**config.mk**
```make
export PLATFORM = sky130hd
export DESIGN_NAME = gsc_top
export DESIGN_NICKNAME = d
export VERILOG_FILES = /design/src/rtl/gsc_pkg.sv /design/src/rtl/gsc_tlb.sv /design/src/rtl/gsc_top.sv
export SDC_FILE = /design/constraint.sdc
export NUM_CORES = 1
export LEC_CHECK = 0
export ABC_CLOCK_PERIOD_IN_PS = 7300
export BUFFER_PORTS_ARGS = -buffer_cell sky130_fd_sc_hd__buf_2
export CAP_MARGIN = 5
export CORE_ASPECT_RATIO = 1.1
export CORE_MARGIN = 1.5
export CORE_UTILIZATION = 30
export DETAILED_ROUTE_END_ITERATION = 7
export GPL_TIMING_DRIVEN = 1
export RECOVER_POWER = 25
export SYNTH_ARGS = -nofsm -noshare
export SYNTH_HDL_FRONTEND = slang
export SYNTH_SLANG_ARGS = --single-unit
```
**constraint.sdc**
```tcl
create_clock -name clk_sys -period 7.3 [get_ports clk_sys]
set_input_delay 0.365 -clock clk_sys [delete_from_list [all_inputs] [get_ports clk_sys]]
set_output_delay 0.365 -clock clk_sys [all_outputs]
set_load 0.1 [all_outputs]
```
**src/rtl/gsc_pkg.sv**
```systemverilog
// package: constants for the guest state cache and tagged tlb
package gsc_pkg;
	localparam int          GSC_TAG_W        = 8;
	localparam int          GSC_ADDR_W       = 40;
	localparam int          GSC_GRP_N        = 11;
	localparam logic [11:0] GSC_CLEAN_OFS    = 12'h0C0;
	localparam logic [31:0] GSC_CLEAN_ALL    = 32'hFFFF_FFFF;
	localparam logic [31:0] GSC_CLEAN_NONE   = 32'h0000_0000;
	localparam logic [31:0] GSC_CLEAN_VALID  = 32'h0000_07FF;
	// clean bit positions
	localparam int GSC_B_INTERCEPT  = 0;
	localparam int GSC_B_PERM_MAP   = 1;
	localparam int GSC_B_TAG        = 2;
	localparam int GSC_B_VIRT_INT   = 3;
	localparam int GSC_B_NESTED     = 4;
	localparam int GSC_B_CTRL_REG   = 5;
	localparam int GSC_B_DEBUG      = 6;
	localparam int GSC_B_DESC_TBL   = 7;
	localparam int GSC_B_SEGMENT    = 8;
	localparam int GSC_B_FAULT_ADDR = 9;
	localparam int GSC_B_BRANCH     = 10;
	// flush command encodings (low three bits of the command byte)
	localparam logic [2:0] GSC_FL_NONE     = 3'h0;
	localparam logic [2:0] GSC_FL_ALL      = 3'h1;
	localparam logic [2:0] GSC_FL_GUEST    = 3'h3;
	localparam logic [2:0] GSC_FL_GUEST_NG = 3'h7;
	localparam logic [GSC_TAG_W-1:0] GSC_HOST_TAG = 8'h00;
	typedef enum logic [1:0]
	{
		GSC_ST_IDLE  = 2'b00,
		GSC_ST_FLUSH = 2'b01,
		GSC_ST_RUN   = 2'b10
	} gsc_state_t;
endpackage

```
**src/rtl/gsc_tlb.sv**
```systemverilog
// tagged translation lookaside buffer with selective flush
`timescale 1ns/1ps
module gsc_tlb
	import gsc_pkg::*;
#(
	parameter int ENTRIES = 8,
	parameter int VA_W    = 20,
	parameter int PA_W    = 28
)
(
	input  wire logic                  clk_sys,
	input  wire logic                  rst,
	input  wire logic                  fill_vld,
	input  wire logic [GSC_TAG_W-1:0]  fill_tag,
	input  wire logic [VA_W-1:0]       fill_va,
	input  wire logic [PA_W-1:0]       fill_pa,
	input  wire logic                  fill_glb,
	input  wire logic                  fl_all,
	input  wire logic                  fl_tag,
	input  wire logic                  fl_tag_ng,
	input  wire logic [GSC_TAG_W-1:0]  fl_sel,
	input  wire logic [GSC_TAG_W-1:0]  lk_tag,
	input  wire logic [VA_W-1:0]       lk_va,
	output logic                       lk_hit,
	output logic [PA_W-1:0]            lk_pa
);
	localparam int IW = (ENTRIES > 1) ? $clog2(ENTRIES) : 1;
	logic [ENTRIES-1:0]   vld_r;
	logic [ENTRIES-1:0]   glb_r;
	logic [GSC_TAG_W-1:0] tag_r [ENTRIES];
	logic [VA_W-1:0]      va_r  [ENTRIES];
	logic [PA_W-1:0]      pa_r  [ENTRIES];
	logic [IW-1:0]        vic_r;
	logic [ENTRIES-1:0]   hit_w;
	logic [ENTRIES-1:0]   kill_w;
	logic [ENTRIES-1:0]   xtag_w;
	logic                 wr_w;

	// match needs the same tag even for global entries
	genvar g;
	generate
		for (g = 0; g < ENTRIES; g++)
		begin : g_ent
			assign hit_w[g]  = vld_r[g] && tag_r[g] == lk_tag && va_r[g] == lk_va;
			assign kill_w[g] = fl_all || (tag_r[g] == fl_sel && (fl_tag || (fl_tag_ng && !glb_r[g])));
			// a global entry under a foreign tag must never count as a hit
			assign xtag_w[g] = vld_r[g] && glb_r[g] && tag_r[g] != lk_tag && va_r[g] == lk_va;
		end
	endgenerate

	// priority read of the first hit
	always_comb
	begin
		lk_hit = |hit_w;
		lk_pa  = '0;
		for (int i = ENTRIES - 1; i >= 0; i--)
			if (hit_w[i])
				lk_pa = pa_r[i];
	end

	// a full flush wins over a fill in the same cycle; a tag flush does not, the fill still sets its entry valid
	assign wr_w = fill_vld && !fl_all;

	// round robin fill of the valid and global bits
	always_ff @(posedge clk_sys or posedge rst)
	begin
		if (rst)
		begin
			vld_r <= '0;
			glb_r <= '0;
			vic_r <= '0;
		end
		else
		begin
			vld_r <= vld_r & ~kill_w;
			if (wr_w)
			begin
				vld_r[vic_r] <= 1'b1;
				glb_r[vic_r] <= fill_glb;
				vic_r        <= (vic_r == IW'(ENTRIES - 1)) ? '0 : vic_r + 1'b1;
			end
		end
	end

	// payload needs no reset; the valid bit guards it
	always_ff @(posedge clk_sys)
	begin
		if (wr_w)
		begin
			tag_r[vic_r] <= fill_tag;
			va_r[vic_r]  <= fill_va;
			pa_r[vic_r]  <= fill_pa;
		end
	end

	a_flush_all_empties : assert property (@(posedge clk_sys) disable iff (rst)
		fl_all |=> vld_r == '0) else $error("entries survive a full flush");
	a_tag_isolation : assert property (@(posedge clk_sys) disable iff (rst)
		(hit_w & xtag_w) == '0) else $error("global entry hit under foreign tag");
endmodule // gsc_tlb

```
**src/rtl/gsc_top.sv**
```systemverilog
// guest state cache with tagged tlb flush control
`timescale 1ns/1ps
module gsc_top
	import gsc_pkg::*;
#(
	parameter int SLOTS = 4,
	parameter int ENTRIES = 8,
	parameter int VA_W = 20,
	parameter int PA_W = 28,
	parameter bit HAS_OPT_FLUSH = 1'b1
)
(
	input  wire logic                   clk_sys,
	input  wire logic                   rst,
	// guest entry request with fields read from the control block
	input  wire logic                   entry_req,
	input  wire logic [GSC_ADDR_W-1:0]  entry_blk_addr,
	input  wire logic [31:0]            guest_state_clean_mask,
	input  wire logic [7:0]             tlb_flush_command,
	input  wire logic [GSC_TAG_W-1:0]   entry_tag,
	// guest exit, saving state into the cache
	input  wire logic                   exit_evt,
	// architectural tlb events
	input  wire logic                   sys_mgmt_interrupt,
	input  wire logic                   sys_mgmt_return,
	input  wire logic                   xlat_msr_write,
	input  wire logic                   paging_ctl_change,
	input  wire logic                   flush_intercepted,
	// translation fill and lookup
	input  wire logic                   fill_vld,
	input  wire logic [VA_W-1:0]        fill_va,
	input  wire logic [PA_W-1:0]        fill_pa,
	input  wire logic                   fill_glb,
	input  wire logic [VA_W-1:0]        lk_va,
	output logic                        lk_hit_r,
	output logic [PA_W-1:0]             lk_pa_r,
	// entry outcome, guest state and flush capabilities
	output logic                        entry_done_r,
	output logic [31:0]                 grp_from_cache_r,
	output logic [31:0]                 grp_from_mem_r,
	output logic                        in_guest_r,
	output logic [GSC_TAG_W-1:0]        cur_tag_r,
	output logic [2:0]                  flush_caps_r
);
	localparam int SW = (SLOTS > 1) ? $clog2(SLOTS) : 1;

	// ****************************************************************
	// state cache bookkeeping
	// ****************************************************************
	gsc_state_t               st_r;
	gsc_state_t               st_nxt;
	logic [GSC_ADDR_W-1:0]    slot_addr_r [SLOTS];
	logic [SLOTS-1:0]         slot_vld_r;
	logic [SW-1:0]            slot_cur_r;
	logic [SW-1:0]            slot_rep_r;
	logic                     smi_seen_r;
	logic [GSC_ADDR_W-1:0]    blk_addr_r;
	logic [SLOTS-1:0]         slot_hit_w;
	logic                     any_hit_w;
	logic [SW-1:0]            hit_idx_w;
	logic [31:0]              eff_clean_w;
	logic [2:0]               fl_code_w;
	logic                     fl_all_w;
	logic                     fl_tag_w;
	logic                     fl_tag_ng_w;
	logic [GSC_TAG_W-1:0]     fl_sel_w;
	logic                     lk_hit_w;
	logic [PA_W-1:0]          lk_pa_w;

	// ownership by block physical address only, the tag never enters the compare
	genvar g;
	generate
		for (g = 0; g < SLOTS; g++)
		begin : g_slot
			assign slot_hit_w[g] = slot_vld_r[g] && slot_addr_r[g] == entry_blk_addr;
		end
	endgenerate

	// encoder for the matching slot
	always_comb
	begin
		hit_idx_w = '0;
		for (int i = SLOTS - 1; i >= 0; i--)
			if (slot_hit_w[i])
				hit_idx_w = SW'(i);
	end

	assign any_hit_w = |slot_hit_w;

	// effective mask: miss or pending interrupt forces every group from memory;
	// reserved bits are dropped so they never claim a cached group
	assign eff_clean_w = (any_hit_w && !smi_seen_r)
		? (guest_state_clean_mask & GSC_CLEAN_VALID)
		: GSC_CLEAN_NONE;

	// ****************************************************************
	// flush command decode
	// ****************************************************************
	// the command byte is an input only; nothing here can write it back
	assign fl_code_w = tlb_flush_command[2:0];

	// entry flushes, event flushes; entry/exit register loads flush nothing
	assign fl_all_w = (entry_req && st_r == GSC_ST_IDLE && fl_code_w == GSC_FL_ALL)
		|| sys_mgmt_interrupt || sys_mgmt_return || xlat_msr_write;
	assign fl_tag_w = (entry_req && st_r == GSC_ST_IDLE && fl_code_w == GSC_FL_GUEST)
		|| (paging_ctl_change && !flush_intercepted);
	assign fl_tag_ng_w = HAS_OPT_FLUSH && entry_req && st_r == GSC_ST_IDLE
		&& fl_code_w == GSC_FL_GUEST_NG;
	// flushes in an entry cycle use the incoming guest tag, flushes in other cycles the current one
	assign fl_sel_w = (entry_req && st_r == GSC_ST_IDLE) ? entry_tag : cur_tag_r;

	gsc_tlb #(
		.ENTRIES (ENTRIES),
		.VA_W    (VA_W),
		.PA_W    (PA_W)
	) u_tlb (
		.clk_sys   (clk_sys),
		.rst       (rst),
		.fill_vld  (fill_vld),
		.fill_tag  (cur_tag_r),
		.fill_va   (fill_va),
		.fill_pa   (fill_pa),
		.fill_glb  (fill_glb),
		.fl_all    (fl_all_w),
		.fl_tag    (fl_tag_w),
		.fl_tag_ng (fl_tag_ng_w),
		.fl_sel    (fl_sel_w),
		.lk_tag    (cur_tag_r),
		.lk_va     (lk_va),
		.lk_hit    (lk_hit_w),
		.lk_pa     (lk_pa_w)
	);

	// ****************************************************************
	// guest context sequencing
	// ****************************************************************
	always_comb
	begin
		st_nxt = st_r;
		case (st_r)
			GSC_ST_IDLE:
				if (entry_req)
					st_nxt = GSC_ST_RUN;
			GSC_ST_RUN:
				if (exit_evt || flush_intercepted)
					st_nxt = GSC_ST_IDLE;
			GSC_ST_FLUSH:
				st_nxt = GSC_ST_IDLE;
			default:
				st_nxt = GSC_ST_IDLE;
		endcase
	end

	// state register and guest tag
	always_ff @(posedge clk_sys or posedge rst)
	begin
		if (rst)
		begin
			st_r       <= GSC_ST_IDLE;
			in_guest_r <= 1'b0;
			cur_tag_r  <= GSC_HOST_TAG;
		end
		else
		begin
			st_r       <= st_nxt;
			in_guest_r <= (st_nxt == GSC_ST_RUN);
			cur_tag_r  <= (st_nxt == GSC_ST_RUN) ? ((st_r == GSC_ST_IDLE) ? entry_tag : cur_tag_r)
				: GSC_HOST_TAG;
		end
	end

	// interrupt seen flag: a new interrupt in the entry cycle wins over the clear
	always_ff @(posedge clk_sys or posedge rst)
	begin
		if (rst)
			smi_seen_r <= 1'b1;
		else if (sys_mgmt_interrupt)
			smi_seen_r <= 1'b1;
		else if (entry_req && st_r == GSC_ST_IDLE)
			smi_seen_r <= 1'b0;
	end

	// entry outcome; uncached fields are not in the mask and always load
	always_ff @(posedge clk_sys or posedge rst)
	begin
		if (rst)
		begin
			entry_done_r     <= 1'b0;
			grp_from_cache_r <= GSC_CLEAN_NONE;
			grp_from_mem_r   <= GSC_CLEAN_NONE;
		end
		else
		begin
			entry_done_r <= entry_req && st_r == GSC_ST_IDLE;
			if (entry_req && st_r == GSC_ST_IDLE)
			begin
				grp_from_cache_r <= eff_clean_w;
				grp_from_mem_r   <= ~eff_clean_w & GSC_CLEAN_VALID;
			end
		end
	end

	// slot tracking: exit refreshes the running block's slot, miss claims a victim
	always_ff @(posedge clk_sys or posedge rst)
	begin
		if (rst)
		begin
			slot_vld_r <= '0;
			slot_cur_r <= '0;
			slot_rep_r <= '0;
			blk_addr_r <= '0;
		end
		else
		begin
			if (entry_req && st_r == GSC_ST_IDLE)
			begin
				blk_addr_r <= entry_blk_addr;
				slot_cur_r <= any_hit_w ? hit_idx_w : slot_rep_r;
				if (!any_hit_w)
					slot_vld_r[slot_rep_r] <= 1'b0;
			end
			if (st_r == GSC_ST_RUN && exit_evt)
			begin
				slot_vld_r[slot_cur_r]  <= 1'b1;
				if (slot_cur_r == slot_rep_r)
					slot_rep_r <= (slot_rep_r == SW'(SLOTS - 1)) ? '0 : slot_rep_r + 1'b1;
			end
			if (sys_mgmt_interrupt)
				slot_vld_r <= '0;
		end
	end

	// stored block address needs no reset; the slot valid bit guards it
	always_ff @(posedge clk_sys)
	begin
		if (st_r == GSC_ST_RUN && exit_evt)
			slot_addr_r[slot_cur_r] <= blk_addr_r;
	end

	// registered lookup result and capability report
	always_ff @(posedge clk_sys or posedge rst)
	begin
		if (rst)
		begin
			lk_hit_r     <= 1'b0;
			lk_pa_r      <= '0;
			flush_caps_r <= 3'h0;
		end
		else
		begin
			lk_hit_r     <= lk_hit_w;
			lk_pa_r      <= lk_pa_w;
			flush_caps_r <= {HAS_OPT_FLUSH, 2'b11};
		end
	end

	// ****************************************************************
	// checks
	// ****************************************************************
	a_miss_zero_mask : assert property (@(posedge clk_sys) disable iff (rst)
		(entry_req && st_r == GSC_ST_IDLE && !any_hit_w) |=> grp_from_cache_r == '0)
		else $error("cache used on address miss");
	a_smi_zero_mask : assert property (@(posedge clk_sys) disable iff (rst)
		(entry_req && st_r == GSC_ST_IDLE && smi_seen_r) |=> grp_from_cache_r == '0)
		else $error("cache used after interrupt");
	a_clear_bit_load : assert property (@(posedge clk_sys) disable iff (rst)
		entry_done_r |-> (grp_from_cache_r & grp_from_mem_r) == '0)
		else $error("group both cached and loaded");
	a_clean_honoured : assert property (@(posedge clk_sys) disable iff (rst)
		(entry_req && st_r == GSC_ST_IDLE)
			|=> (grp_from_cache_r & ~$past(guest_state_clean_mask)) == '0)
		else $error("clear bit served from cache");
	a_reserved_ignored : assert property (@(posedge clk_sys) disable iff (rst)
		entry_done_r |-> grp_from_cache_r[31:GSC_GRP_N] == '0)
		else $error("reserved clean bit used");
	a_host_tag_zero : assert property (@(posedge clk_sys) disable iff (rst)
		!in_guest_r |-> cur_tag_r == GSC_HOST_TAG)
		else $error("nonzero tag outside guest");
	a_no_entry_flush : assert property (@(posedge clk_sys) disable iff (rst)
		(entry_req && fl_code_w == GSC_FL_NONE && !sys_mgmt_interrupt && !sys_mgmt_return
			&& !xlat_msr_write && !paging_ctl_change) |-> !fl_all_w && !fl_tag_w && !fl_tag_ng_w)
		else $error("flush without command");
	a_smi_flushes_all : assert property (@(posedge clk_sys) disable iff (rst)
		(sys_mgmt_interrupt || sys_mgmt_return) |-> fl_all_w)
		else $error("interrupt did not flush all");
	a_intercept_no_flush : assert property (@(posedge clk_sys) disable iff (rst)
		(flush_intercepted && !entry_req) |-> !fl_tag_w)
		else $error("intercepted action flushed");
	c_hit_entry : cover property (@(posedge clk_sys) entry_done_r && grp_from_cache_r != '0);
	c_exit_after_run : cover property (@(posedge clk_sys) st_r == GSC_ST_RUN ##1 st_r == GSC_ST_IDLE);
	c_full_flush : cover property (@(posedge clk_sys) fl_all_w);
	c_tag_ng_flush : cover property (@(posedge clk_sys) fl_tag_ng_w);
endmodule // gsc_top

```
## After elaboration in Yosys (flattened, before gate mapping)

Memory sizes are Yosys's and may differ from the RTL's.
Cells that the tools add are included.

- Register bits after elaboration: 153
- RAM bits: 608
- Input bits: 167
- Output and inout bits: 106
- Logic and storage cells: 197
- Memories: 4

Memories:

| name | depth | bits a word | read ports | clocked after memory_dff | wr ports | line | text |
|---|---|---|---|---|---|---|---|
| u_tlb.pa_r | 8 | 28 | 8 | 0 | 1 | gsc_tlb.sv:32 | `logic [PA_W-1:0] pa_r [ENTRIES];` |
| slot_addr_r | 4 | 40 | 4 | 0 | 1 | gsc_top.sv:52 | `logic [GSC_ADDR_W-1:0] slot_addr_r [SLOTS];` |
| u_tlb.va_r | 8 | 20 | 8 | 0 | 1 | gsc_tlb.sv:31 | `logic [VA_W-1:0] va_r [ENTRIES];` |
| u_tlb.tag_r | 8 | 8 | 8 | 0 | 1 | gsc_tlb.sv:30 | `logic [GSC_TAG_W-1:0] tag_r [ENTRIES];` |

- $add $sub $neg: 2
- Order comparisons: 6
- Equal/unequal tests: 37
- Multiplexer cells: 40
- Bitwise logic cells: 7
- Reductions and logical operators: 84

Operator list:

| cell | count |
|---|---|
| 28-bit 2-to-1 mux | 8 |
| 20-bit equality test | 8 |
| 40-bit equality test | 4 |
| 8-bit equality test | 16 |
| 1-bit logical AND | 47 |
| 8-bit 2-to-1 mux | 4 |
| 1-bit logical OR | 21 |
| 2-bit 2-to-1 mux | 8 |
| 4-bit 2-to-1 mux | 4 |
| 1-bit zero test | 11 |
| 11-bit 2-to-1 mux | 1 |
| 11-bit NOT | 1 |
| 1-bit 2-to-1 mux | 9 |
| 8-bit AND | 1 |
| 8-bit bitwise mux | 1 |
| 8-bit NOT | 1 |
| 8-bit bitwise OR | 1 |
| 8-bit OR reduction | 1 |
| 2-bit equality test, second input constant | 3 |
| 3-bit equality test, second input constant | 2 |
| 2-bit by 3-bit less-than comparator with 1-bit output, second input constant | 2 |
| 4-bit AND | 1 |
| 1-bit demux with 2-bit select | 2 |
| 2-bit by 1-bit greater-or-equal comparator with 1-bit output, second input constant | 2 |
| 17 further kinds | 17 |

## Logic depth before layout (Yosys ltp)

Gate-level depths: netlist of the first run.
An unclocked memory read counts as a cell.

- Word-level depth: 12
- Depth in mapped cells: 11
- Depth with buffers taken out: 9

## By module

A second synthesis of the first run with hierarchy kept.

- Cells, all modules: 2075
- Area total of the unflattened synthesis: 31211.2 µm²

By module, submodules not included:

| module | times used | cells each | area each (µm²) | sequential area each (µm²) |
|---|---|---|---|---|
| gsc_tlb | 1 | 1211 | 19876.6 | 13928.4 |
| gsc_top | 1 | 864 | 11334.6 | 7633.6 |

## Least setup slack after synthesis of the first run

OpenSTA, ideal clock, no wires.

- Path type: flip-flop to flip-flop
- From: reg st_r[1]
- To: reg u_tlb.glb_r[4]
- Library setup time: 84 ps
- Arrival time: 5989 ps
- Data required time: 7216 ps
- Path slack: 1227 ps
- Cell stages (with the launch flop): 10
- Path buffers: 0
- Period minus slack after synthesis: 6073 ps
- Cells stage by stage: dfrtp_1 -> nor2_1 -> nand2_1 -> inv_2 -> nand2_1 -> nor3_1 -> nor4_4 -> nand2_1 -> nor3_1 -> mux2_2

- Word-level cells in the longest chain between the ends: 8

RTL lines:

| item | line | text |
|---|---|---|
| start, declared | gsc_top.sv:50 | `gsc_state_t st_r;` |
| start signal, assigned | gsc_top.sv:165 | `st_r <= st_nxt;` |
| 2-bit zero test | gsc_top.sv:103 | `assign fl_all_w = (entry_req && st_r == GSC_ST_IDLE && fl_code_w == GSC_FL_ALL)` |
| 1-bit logical AND (2 in a row) | gsc_top.sv:103 |  |
| 1-bit logical OR (3 in a row) | gsc_top.sv:104 | `\|\| sys_mgmt_interrupt \|\| sys_mgmt_return \|\| xlat_msr_write;` |
| 1-bit zero test | gsc_tlb.sv:62 | `assign wr_w = fill_vld && !fl_all;` |
| 1-bit logical AND | gsc_tlb.sv:62 |  |
| end signal, assigned by index | gsc_tlb.sv:79 | `glb_r[vic_r] <= fill_glb;` |
| end, declared | gsc_tlb.sv:29 | `logic [ENTRIES-1:0] glb_r;` |

No other way between the ends.
A chain may end at the register's enable or synchronous reset.

## Worst setup path after layout of the first run

- From: reg st_r[0]
- To: mem u_tlb.pa_r[3][18], enable pin

- Word-level cells in the longest chain between the ends: 10

RTL lines:

| item | line | text |
|---|---|---|
| 2-bit zero test | gsc_top.sv:103 |  |
| 1-bit logical AND (2 in a row) | gsc_top.sv:103 |  |
| 1-bit logical OR (3 in a row) | gsc_top.sv:104 |  |
| 1-bit zero test | gsc_tlb.sv:62 |  |
| 1-bit logical AND | gsc_tlb.sv:62 |  |
| 1-bit 2-to-1 mux | gsc_tlb.sv:88 | `if (wr_w)` |
| 1-bit 2-to-1 mux (not written as such) | gsc_tlb.sv:92 | `pa_r[vic_r] <= fill_pa;` |
| end, declared | gsc_tlb.sv:32 |  |

No other way between the ends.

==> metrics.cfg, run 1 <==
[synth]
synth.distinct_cells = 66
synthDominantCellAreaShare_pct = 58.3
post-synth-top-area-cell = sky130_fd_sc_hd__edfxtp_1
ys_dominant_reg_cell = sky130_fd_sc_hd__edfxtp_1
synth_area_per_cell_um2 = 14.3
synth-warning-count = 0
synth-edff-count = 608
post_synthesis_cell_area_mm2 = 0.0313
postSynthCellCount = 2185
synth_async_sr_flop_share_pct = 17.8
flip_flop_and_latch_count_after_synthesis = 740
share_of_the_yosys_chip_area_belonging_to_registers_pct = 68.9
largest_cells_by_area_after_synthesis = sky130_fd_sc_hd__edfxtp_1 (58%), sky130_fd_sc_hd__dfrtp_1 (10%), sky130_fd_sc_hd__xnor2_1 (10%)

[sta]
max_slew_headroom_at_the_worst_pin_pct = 27.5
setup_total_negative_slack_ns = 0
finalWorstPathRequiredPeriod_ns = 3.99
fmaxAchievable_mhz = 250
grt_setup_unrepaired = no
fin_crit_sh_pct = 54.7
final_layout_worst_hold_slack_ns = 0.0502
finalMaxSlewViolations = 0
report.final.setup_viol = 0
final_hold_viol_count = 0
timing_worst_slew_pin_value_ns = 1.09
timing.clock.skew_ns = 0.0281

[cts]
clockRootBuffer = sky130_fd_sc_hd__clkbuf_16
cts_buffer_depth = 3
clock_sink_count = 740
tritoncts = done
clkTransAtPathRegs_ns = 0.06
clk-insertion-delay-late_ns = 0.65
postcts_setup_bufs = 0
ctsHtreeMaxLevel = 3
post_cts_resize_count = 0
cts_buffers = 80
cts-hold-fix-buffers = 82

[detailed_routing]
wirelength_met1_um = 35700
ant_nets = 0
postRouteWirelength_um = 82500
route.detailed.drc = 0
met3_length_um = 3980
maxUsedRoutingLayer = met5
dr_vias_cell = 4.60
met2_wire_length_um = 41000
drt_first_pass_iters = 5
detailedRoute.firstIterationViolations = 1238
wl_per_cell_um = 21.0
vias = 18100

[worst_hold_path]
hold-path-endpoint = blk_addr_r[3]$_DFFE_PP0N_
hold-path-cell-count = 3
min_path_type = primary input to flop
worst_hold_startpoint = entry_blk_addr[3]

[layout]
post_route_cells_drive_above_1_share_pct = 15.3
final_net_count = 2641
syn2layout_area_growth_pct = 18.7

[global_route]
total_congestion_overflow = 0
grt_use_total_pct = 15.4
grt_first_pass_wirelength_um = 122000
vias_in_the_first_global_route = 18300
antenna_found_initial = 5
grt_max_degree = 77

[setup_path]
regToRegEndpoint = u_tlb.pa_r[3][18]$_DFFE_PP_
maximum_fanout_along_the_worst_path = 30
critical-path-top-delay-family = simple AND/OR/NAND/NOR gates
slowest_stage = sky130_fd_sc_hd__nor2_4
timing.critical_path.buf_inv = 3
timing.critical_path.required_ns = 7.59
worstPathArrival_ns = 4.28
critical_path.endpoint_type = flop
worstReg2RegStart = st_r[0]$_DFF_PP0_
crit_top_cell = sky130_fd_sc_hd__buf_4
regToRegSetupSlack_ns = 3.31
ff2ff_path_depth = 10
critical-path-max-stage-delay_ns = 0.89
timing.setup.critical_path_class = flop to flop
worstPathCellList = nor2_1 -> nand2_2 -> clkinv_2 -> nand2_1 -> nor3_1 -> nor4_4 -> buf_4 -> nand3_1 -> nor2_4 -> buf_4
critical_path.startpoint_type = flop

[die]
core_area_mm2 = 0.104
die_width_um = 311
pin_count = 273
row_count = 124
die_h_um = 342
die-area_mm2 = 0.106
floorplan.initialDensity_pct = 30.2

[flow_run]
max-cap-violations = 0

[pwr]
ir_drop_uv = 196
total_leakage_power_nw = 13.1
power_density_mw_per_mm2 = 260

[run_status]
status = completed

[placed_design]
buffer_ports.inserted = 204
detailed_place_hpwl_um = 52100
routability_driven_placement_congestion_ratio = 0.788

synth_stat cells, types with 2 or more instances:
cell type,number
sky130_fd_sc_hd__edfxtp_1,608
sky130_fd_sc_hd__xnor2_1,369
sky130_fd_sc_hd__inv_1,149
sky130_fd_sc_hd__nand2_1,142
sky130_fd_sc_hd__dfrtp_1,131
sky130_fd_sc_hd__nand4_1,78
sky130_fd_sc_hd__xor2_1,73
sky130_fd_sc_hd__clkbuf_1,68
sky130_fd_sc_hd__buf_4,51
sky130_fd_sc_hd__o21ai_0,45
sky130_fd_sc_hd__nor4_1,44
sky130_fd_sc_hd__o221ai_1,44
sky130_fd_sc_hd__nor2_1,31
sky130_fd_sc_hd__o2111ai_1,28
sky130_fd_sc_hd__o21a_1,28
sky130_fd_sc_hd__a31oi_1,27
sky130_fd_sc_hd__buf_2,27
sky130_fd_sc_hd__o21ai_1,27
sky130_fd_sc_hd__or3_1,25
sky130_fd_sc_hd__nand3_1,22
sky130_fd_sc_hd__a22o_1,20
sky130_fd_sc_hd__nor3_1,20
sky130_fd_sc_hd__buf_6,18
sky130_fd_sc_hd__a21oi_1,14
sky130_fd_sc_hd__mux2_2,9
sky130_fd_sc_hd__o221ai_2,9
sky130_fd_sc_hd__a31o_1,8
sky130_fd_sc_hd__mux2i_2,7
sky130_fd_sc_hd__buf_1,6
sky130_fd_sc_hd__ha_1,6
sky130_fd_sc_hd__nand2b_1,4
sky130_fd_sc_hd__nor4_2,3
sky130_fd_sc_hd__a21o_1,2
sky130_fd_sc_hd__and2_1,2
sky130_fd_sc_hd__and3_1,2
sky130_fd_sc_hd__conb_1,2
sky130_fd_sc_hd__o211ai_1,2
sky130_fd_sc_hd__o211ai_2,2
sky130_fd_sc_hd__o31ai_1,2
sky130_fd_sc_hd__or2_1,2
sky130_fd_sc_hd__or2_2,2
sky130_fd_sc_hd__or4_4,2
cells by family after synthesis:
family	synth area share [%]
simple gates	6.39
mux	0.664
xor+xnor	12.4
other cells	0.0240
fa+ha+maj	0.240
compound gates	6.36
flops	68.9
buf+inv	5.04
metal layers:
metal	vias up	GRT usage [%]
met5	-	0
met4	6	4.38
met3	104	2.80
met2	484	26.6
met1	9106	19.8
li1	8350	-
state kept, by name, summed over array words and instances (netlist names), 2 cells and up:
| register | cells |
|---|---|
| st_r | 2 |
| slot_cur_r | 2 |
| grp_from_mem_r | 11 |
| u_tlb.vld_r | 8 |
| u_tlb.va_r | 160 |
| blk_addr_r | 40 |
| slot_addr_r | 160 |
| cur_tag_r | 8 |
| grp_from_cache_r | 11 |
| lk_pa_r | 28 |
| slot_rep_r | 2 |
| u_tlb.vic_r | 3 |
| u_tlb.tag_r | 64 |
| slot_vld_r | 4 |
| u_tlb.pa_r | 224 |
| u_tlb.glb_r | 8 |
worst reg2reg max path: stages, from the launching register on:
cell and delay [ns]:
sky130_fd_sc_hd__dfrtp_1 0.38, sky130_fd_sc_hd__nor2_1 0.07, sky130_fd_sc_hd__nand2_2 0.08, sky130_fd_sc_hd__clkinv_2 0.43, sky130_fd_sc_hd__nand2_1 0.27, sky130_fd_sc_hd__nor3_1 0.09
sky130_fd_sc_hd__nor4_4 0.15, sky130_fd_sc_hd__buf_4 0.29, sky130_fd_sc_hd__nand3_1 0.35, sky130_fd_sc_hd__nor2_4 0.89, sky130_fd_sc_hd__buf_4 0.60
placed cells by master, fill, tap and decap left out, drive strengths merged, types with 44 or more instances in the layout:
cell and instances:
nand2 142, buf 202, dfrtp 131, inv 153
clkbuf 152, o221ai 53, xor2 73, nand4 78
xnor2 369, edfxtp 608, conb 44, dlygate4sd3 82
nor4 48, o21ai 72
final cells by class:
class	instances	area, um^2
well taps	1386	1730
flip-flops and latches	740	21600
repair buffers	330	2130
diodes	3	7.51
clock buffers	106	2220
clock inverters	44	507
fillers	9996	66500
multi-input cells	1166	8410
inverters	150	569
through the flow:
step | total power [mW] | cells | util [%] | area (um^2) | worst slack [ns]
6_report | 9.67 | 3925 | 35.8 | 37100 | 3.31
5_1_grt | 10.0 | 3922 | 35.8 | 37100 | 3.02
4_1_cts | 9.79 | 3922 | 35.9 | 37200 | 3.19
3_5_place_dp | 5.58 | 3690 | 32.5 | 33600 | 3.20
3_3_place_gp | 5.57 | 3690 | 32.5 | 33600 | 3.25
2_1_floorplan | 5.36 | 2227 | - | 31400 | 1.23
how the worst max path moves through the flow:
| stage | from | to | slack, ns | cells past startpoint |
|---|---|---|---|---|
| 6_report | st_r[0]$_DFF_PP0_ | u_tlb.pa_r[3][18]$_DFFE_PP_ | 3.31 | 10 |
| 5_1_grt | st_r[0]$_DFF_PP0_ | u_tlb.pa_r[3][22]$_DFFE_PP_ | 3.02 | 10 |
| 4_1_cts | st_r[0]$_DFF_PP0_ | u_tlb.pa_r[3][20]$_DFFE_PP_ | 3.19 | 10 |
| 3_5_place_dp | entry_req | u_tlb.pa_r[3][18]$_DFFE_PP_ | 3.20 | 10 |
| 3_3_place_gp | entry_req | u_tlb.pa_r[3][16]$_DFFE_PP_ | 3.25 | 10 |
| 2_1_floorplan | st_r[1]$_DFF_PP0_ | u_tlb.glb_r[4]$_DFFE_PP0P_ | 1.23 | 9 |
report_power, final:
group / internal [mW] / switching (mW)
Sequential: 4.73 / 0.104
Combinational: 0.220 / 0.472
Clock: 2.42 / 1.73
Total: 7.37 / 2.30
No activity file was read; power rests on OpenSTA's default activity.
==> run 2, diff against run 1 <==
--- a/config.mk
+++ b/config.mk
@@ -5,7 +5,7 @@
 export SDC_FILE = /design/constraint.sdc
 export NUM_CORES = 1
 export LEC_CHECK = 0
-export ABC_CLOCK_PERIOD_IN_PS = 7300
+export ABC_CLOCK_PERIOD_IN_PS = 3440
 export BUFFER_PORTS_ARGS = -buffer_cell sky130_fd_sc_hd__buf_2
 export CAP_MARGIN = 5
 export CORE_ASPECT_RATIO = 1.1
==> constraint.sdc (replaced) <==
create_clock -name clk_sys -period 3.44 [get_ports clk_sys]
set_input_delay 0.172 -clock clk_sys [delete_from_list [all_inputs] [get_ports clk_sys]]
set_output_delay 0.172 -clock clk_sys [all_outputs]
set_load 0.1 [all_outputs]
==> metrics.cfg, run 2 (synthesis results as in run 1) <==
[cts]
clkTransAtPathRegs_ns = 0.06  ; about the same
clockRootBuffer = sky130_fd_sc_hd__clkbuf_16
ctsHtreeMaxLevel = 3  ; unchanged
clk-insertion-delay-late_ns = 0.64  ; about the same
cts_buffers = 81  ; +1.3%
cts_buffer_depth = 3  ; unchanged
clock_sink_count = 740  ; unchanged
tritoncts = done

[detailed_routing]
wl_per_cell_um = 20.8  ; -1.1%
ant_nets = 0  ; unchanged
detailedRoute.firstIterationViolations = 1525  ; +23%
vias = 18300  ; +1.5%
dr_vias_cell = 4.60  ; about the same
postRouteWirelength_um = 82900  ; +0.46%
drt_first_pass_iters = 5  ; unchanged
route.detailed.drc = 0  ; unchanged

[sta]
timing.clock.skew_ns = 0.0150  ; -0.0130 ns
finalMaxSlewViolations = 0  ; unchanged
fin_crit_sh_pct = 92.6  ; +38 points
setup_total_negative_slack_ns = 0  ; unchanged
grt_setup_unrepaired = no
finalWorstPathRequiredPeriod_ns = 3.19  ; -0.806 ns
timing_worst_slew_pin_value_ns = 1.00  ; -0.0880 ns
setup_slack_ns = 0.254  ; -3.05 ns
report.final.setup_viol = 0  ; unchanged
fmaxAchievable_mhz = 314  ; +25%
final_hold_viol_count = 0  ; unchanged
max_slew_headroom_at_the_worst_pin_pct = 33.2  ; +5.7 points

[die]
core_area_mm2 = 0.104  ; unchanged
floorplan.initialDensity_pct = 30.2  ; unchanged
row_count = 124  ; unchanged
pin_count = 273  ; unchanged
die_width_um = 311  ; unchanged
die_h_um = 342  ; unchanged
die-area_mm2 = 0.106  ; unchanged

[setup_path]
worstPathCellList = nor2_1 -> nand2_2 -> clkinv_2 -> nand2_2 -> nor3_2 -> nor4_4 -> nand3_1 -> nor3_4 -> buf_4
critical_path.endpoint_type = flop
crit_top_cell = sky130_fd_sc_hd__nand2_2
timing.critical_path.required_ns = 3.72  ; -3.87 ns
critical_path.startpoint_type = flop
timing.critical_path.buf_inv = 2  ; -1
critical-path-top-delay-family = simple AND/OR/NAND/NOR gates
timing.setup.critical_path_class = flop to flop
worstPathArrival_ns = 3.46  ; -0.82 ns
maximum_fanout_along_the_worst_path = 28  ; -6.7%
critical-path-max-stage-delay_ns = 0.51  ; -0.38 ns
slowest_stage = sky130_fd_sc_hd__nor4_4

[layout]
most-common-layout-cells = sky130_fd_sc_hd__edfxtp_1 (608), sky130_fd_sc_hd__xnor2_1 (369), sky130_fd_sc_hd__buf_2 (156)
syn2layout_area_growth_pct = 20.1
largest_registers = u_tlb.pa_r (224), slot_addr_r (160), u_tlb.va_r (160)
final_net_count = 2707  ; +2.5%
nFillCells = 9945  ; -0.51%
layout.core_utilization_pct = 36.3  ; +0.43 points
post_route_cells_drive_above_1_share_pct = 15.5  ; +0.19 points
largest-register = u_tlb.pa_r
largest_register_ff_count = 224  ; unchanged
layout.cells.most_common = sky130_fd_sc_hd__edfxtp_1

[global_route]
grt_use_total_pct = 15.5  ; +0.033 points
total_congestion_overflow = 0  ; unchanged
grt_max_degree = 61  ; -21%
vias_in_the_first_global_route = 18300  ; -0.27%
grt_first_pass_wirelength_um = 121000  ; -0.26%
antenna_found_initial = 3  ; -2

[pwr]
total_leakage_power_nw = 13.3  ; +1.5%
power_density_mw_per_mm2 = 531  ; +100%
design_power_total_mw = 19.9  ; +110%
ir_drop_uv = 384  ; +96%

[flow_run]
max-cap-violations = 0  ; unchanged

[placed_design]
detailed_place_hpwl_um = 54300  ; +4.2%
routability_driven_placement_congestion_ratio = 0.841  ; +6.7%
buffer_ports.inserted = 204  ; unchanged
placement.setup.worst_slack_ns = 0.244  ; -2.96 ns

[worst_hold_path]
min_path_type = primary input to flop

[run_status]
status = completed

[run 2: layer usage]
metal  track usage, %  vias to the layer above  routed length [um]  part of all wire (%)
li1                 -                     8483                   -                     -
met1             19.8                     9144               35600                    43
met2             26.2                      576               40400                    49
met3             3.00                      122                4580                   5.5
met4             5.17                        2                2320                   2.8
met5                0                        -                  14                 0.017
[run 2: stage by stage]
stage,std cells,hold slack (ns),instance area [um^2]
floorplan,2227,0.245,31500
global placement,3727,0.359,34100
global route,3981,0.0970,37600
finish,3985,0.111,37600
detailed placement,3727,0.361,34100
CTS,3981,0.0636,37600
[run 2: area by class of cell]
class                           instances  area, um^2  share of cell area (%)
Clock inverter                         26         258                   0.686
Tap cell                             1386        1730                    4.61
Clock buffer                          118        2220                    5.90
Timing Repair Buffer                  395        2780                    7.41
Multi-Input combinational cell       1166        8450                    22.5
Sequential cell                       740       21600                    57.4
Inverter                              150         568                    1.51
Antenna cell                            4        10.0                  0.0266
[run 2: timing repair]
action	in CTS	in global routing
endpoints found under the hold margin	494	0
resized for setup	0	0
setup buffers	0	0
hold buffers	110	0
[run 2: power breakdown]
part	leakage, nW	total (mW)	internal, mW	switching [mW]
sequential	7.19	10.3	10.0	0.244
combinational	4.96	1.52	0.511	1.01
clock	1.19	8.14	4.64	3.50
total	13.3	19.9	15.2	4.75
[run 2: worst min-delay path: stages]
cell and delay, ns:
sky130_fd_sc_hd__buf_2 0.10, sky130_fd_sc_hd__nor4b_2 0.05, sky130_fd_sc_hd__buf_4 0.19, sky130_fd_sc_hd__a22o_1 0.19
[run 2: final timing paths]
check | cells past startpoint | slack [ns] | to | startpoint
min in group asynchronous | 3 | 0.31 | lk_pa_r[15]$_DFF_PP0_ | rst
max in group asynchronous | 4 | 2.29 | smi_seen_r$_DFFE_PP1P_ | rst
min | 4 | 0.11 | cur_tag_r[4]$_DFFE_PP0P_ | exit_evt
min reg2reg | 1 | 0.50 | grp_from_cache_r[4]$_DFFE_PP0N_ | grp_from_cache_r[4]$_DFFE_PP0N_
max | 9 | 0.25 | u_tlb.pa_r[1][15]$_DFFE_PP_ | st_r[0]$_DFF_PP0_
max reg2reg | 9 | 0.25 | u_tlb.pa_r[1][15]$_DFFE_PP_ | st_r[0]$_DFF_PP0_
==> run 3, diff against run 2 <==
--- a/config.mk
+++ b/config.mk
@@ -12,7 +12,9 @@
 export CORE_MARGIN = 1.5
 export CORE_UTILIZATION = 30
 export DETAILED_ROUTE_END_ITERATION = 7
+export GPL_ROUTABILITY_DRIVEN = 0
 export GPL_TIMING_DRIVEN = 1
+export PLACE_DENSITY_LB_ADDON = 0.08
 export RECOVER_POWER = 25
 export SYNTH_ARGS = -nofsm -noshare
 export SYNTH_HDL_FRONTEND = slang
==> metrics.cfg, run 3 (synthesis results as in run 1) <==
[run_status]
status = completed

[layout]
nFillCells = 10100  ; +1.8%
post_route_cells_drive_above_1_share_pct = 16.5  ; +1.0 points
multiInputGateArea_mm2 = 0.00845  ; unchanged
final_net_count = 2722  ; +0.55%
largest_registers = u_tlb.pa_r (224), slot_addr_r (160), u_tlb.va_r (160)
ff_latch_area_mm2 = 0.0216  ; unchanged
largest-register = u_tlb.pa_r
layout.cells.most_common = sky130_fd_sc_hd__edfxtp_1
largest_register_ff_count = 224  ; unchanged
most-common-layout-cells = sky130_fd_sc_hd__edfxtp_1 (608), sky130_fd_sc_hd__xnor2_1 (369), sky130_fd_sc_hd__buf_2 (156)
syn2layout_area_growth_pct = 21.9
layout.core_utilization_pct = 36.8  ; +0.54 points

[pwr]
clockPowerShare_pct = 44.5  ; +3.7 points
internal_power_mw = 16.3  ; +7.1%
power.sequential.fraction_pct = 48.2  ; -3.3 points
power_switching_mw = 5.03  ; +6.0%
power_density_mw_per_mm2 = 558  ; +5.3%
switching_share_pct = 23.6  ; -0.19 points
total_leakage_power_nw = 13.6  ; +2.3%
ir_drop_uv = 316  ; -18%
power.combinational.fraction_pct = 7.3  ; -0.3 points
design_power_total_mw = 21.3  ; +6.8%

[setup_path]
ff2ff_path_depth = 8  ; -1
timing.setup.critical_path_class = flop to flop
regToRegEndpoint = lk_pa_r[0]$_DFF_PP0_
regToRegSetupSlack_ns = 0.32  ; +0.07 ns
worstReg2RegStart = cur_tag_r[0]$_DFFE_PP0P_
critical_path.startpoint_type = flop
crit_start = cur_tag_r[0]$_DFFE_PP0P_
critical_path.endpoint_type = flop
maximum_fanout_along_the_worst_path = 10  ; -64%
worstPathArrival_ns = 3.68  ; +0.22 ns
timing.critical_path.required_ns = 4.00  ; +0.28 ns

[die]
row_count = 124  ; unchanged
pin_count = 273  ; unchanged
die_h_um = 342  ; unchanged
core_area_mm2 = 0.104  ; unchanged
floorplan.initialDensity_pct = 30.2  ; unchanged
die-area_mm2 = 0.106  ; unchanged
die_width_um = 311  ; unchanged

[worst_hold_path]
hold-path-cell-count = 5  ; +1
min_path_type = primary input to flop
worst_hold_startpoint = entry_req
hold-path-endpoint = grp_from_mem_r[4]$_DFFE_PP0N_

[global_route]
vias_in_the_first_global_route = 18800  ; +3.0%
grt_first_pass_wirelength_um = 136000  ; +12%
grt_use_total_pct = 17.6  ; +2.2 points
total_congestion_overflow = 0  ; unchanged
antenna_found_initial = 5  ; +2
grt_max_degree = 75  ; +23%

[cts]
clockRootBuffer = sky130_fd_sc_hd__clkbuf_16
cts_buffer_depth = 3  ; unchanged
ctsHtreeMaxLevel = 3  ; unchanged
clock_sink_count = 740  ; unchanged
tritoncts = done
post_cts_resize_count = 0  ; unchanged
cts_buffers = 86  ; +6.2%
clkTransAtPathRegs_ns = 0.06  ; about the same
clk-insertion-delay-late_ns = 0.65  ; about the same

[sta]
grt_setup_unrepaired = no
max_slew_headroom_at_the_worst_pin_pct = 28.2  ; -5.0 points
final_layout_worst_hold_slack_ns = 0.0483  ; -0.0629 ns
final_hold_viol_count = 0  ; unchanged
setup_slack_ns = 0.319  ; +0.0654 ns
finalMaxSlewViolations = 0  ; unchanged
timing.clock.skew_ns = 0.0274  ; +0.0123 ns
timing_worst_slew_pin_value_ns = 1.08  ; +0.0776 ns
fin_crit_sh_pct = 90.7  ; -1.9 points
report.final.setup_viol = 0  ; unchanged
setup_total_negative_slack_ns = 0  ; unchanged
finalWorstPathRequiredPeriod_ns = 3.12  ; -0.0654 ns
fmaxAchievable_mhz = 320  ; +2.1%

[placed_design]
placement.setup.worst_slack_ns = 0.366  ; +0.122 ns
buffer_ports.inserted = 204  ; unchanged
detailed_place_hpwl_um = 60400  ; +11%

[detailed_routing]
wl_per_cell_um = 23.4  ; +12%
vias = 18200  ; -0.44%
route.detailed.drc = 0  ; unchanged
postRouteWirelength_um = 93700  ; +13%
detailedRoute.firstIterationViolations = 1283  ; -16%
drt_first_pass_iters = 5  ; unchanged
ant_nets = 0  ; unchanged
dr_vias_cell = 4.55  ; -1.0%

[flow_run]
max-cap-violations = 0  ; unchanged

[run 3: cell count changes in the layout (fill, tap and decap cells not counted), sizes merged]
cell	previous run	this run
buf	237	246
bufinv	2	10
clkbuf	166	174
diode	4	1
clkinv	21	23
clkinvlp	3	2
dlygate4sd3	110	111
[run 3: worst max path at each step]
stage / to / cells past startpoint / slack, ns
4_1_cts: grp_from_cache_r[10]$_DFFE_PP0N_ / 9 / 0.31
3_5_place_dp: grp_from_mem_r[6]$_DFFE_PP0N_ / 9 / 0.37
5_1_grt: lk_pa_r[0]$_DFF_PP0_ / 8 / 0.23
6_report: lk_pa_r[0]$_DFF_PP0_ / 8 / 0.32
3_3_place_gp: lk_pa_r[0]$_DFF_PP0_ / 8 / 0.35
2_1_floorplan: u_tlb.glb_r[3]$_DFFE_PP0P_ / 9 / -0.86
[run 3: area by class of cell]
cell class                      count  share of cell area [%]
Sequential cell                   740                    56.5
Multi-Input combinational cell   1166                    22.1
Timing Repair Buffer              405                    7.57
Clock buffer                      126                    6.44
Tap cell                         1386                    4.55
Inverter                          150                    1.49
Clock inverter                     35                    1.27
Antenna cell                        1                 0.00656
[run 3: critical path: stages, from the launching register on]
cell	delay (ns)
sky130_fd_sc_hd__dfrtp_1	0.56
sky130_fd_sc_hd__xnor2_1	0.48
sky130_fd_sc_hd__nand4_1	0.19
sky130_fd_sc_hd__or4_4	0.63
sky130_fd_sc_hd__or2_4	0.34
sky130_fd_sc_hd__buf_4	0.19
sky130_fd_sc_hd__o221ai_1	0.19
sky130_fd_sc_hd__o2111ai_1	0.20
sky130_fd_sc_hd__a31oi_1	0.25
[run 3: metal layers]
layer / up-vias / GRT usage, % / routed length, um
met5: - / 0 / 28
met4: 6 / 4.11 / 1490
met3: 100 / 2.50 / 3230
li1: 8514 / - / -
met2: 318 / 29.7 / 45900
met1: 9308 / 24.0 / 43100
[run 3: timing repair]
item                                   4_1_cts  5_1_grt
hold buffers                               111        0
endpoints found under the hold margin      598        0
setup buffers                                0        0
[run 3: metrics by stage]
stage,cell area [um^2],std cells
4_1_cts,38200,4008
5_1_grt,38100,4009
2_1_floorplan,31500,2227
6_report,38100,4009
3_3_place_gp,34100,3736
3_5_place_dp,34100,3736
[run 3: power groups by stage]
stage | clock network, mW | logic, mW | registers, mW
floorplan | 0 | 0.960 | 10.4
global placement | 0 | 1.48 | 10.4
detailed placement | 0 | 1.49 | 10.5
CTS | 9.79 | 1.60 | 10.3
global route | 10.1 | 1.69 | 10.3
finish | 9.47 | 1.55 | 10.3
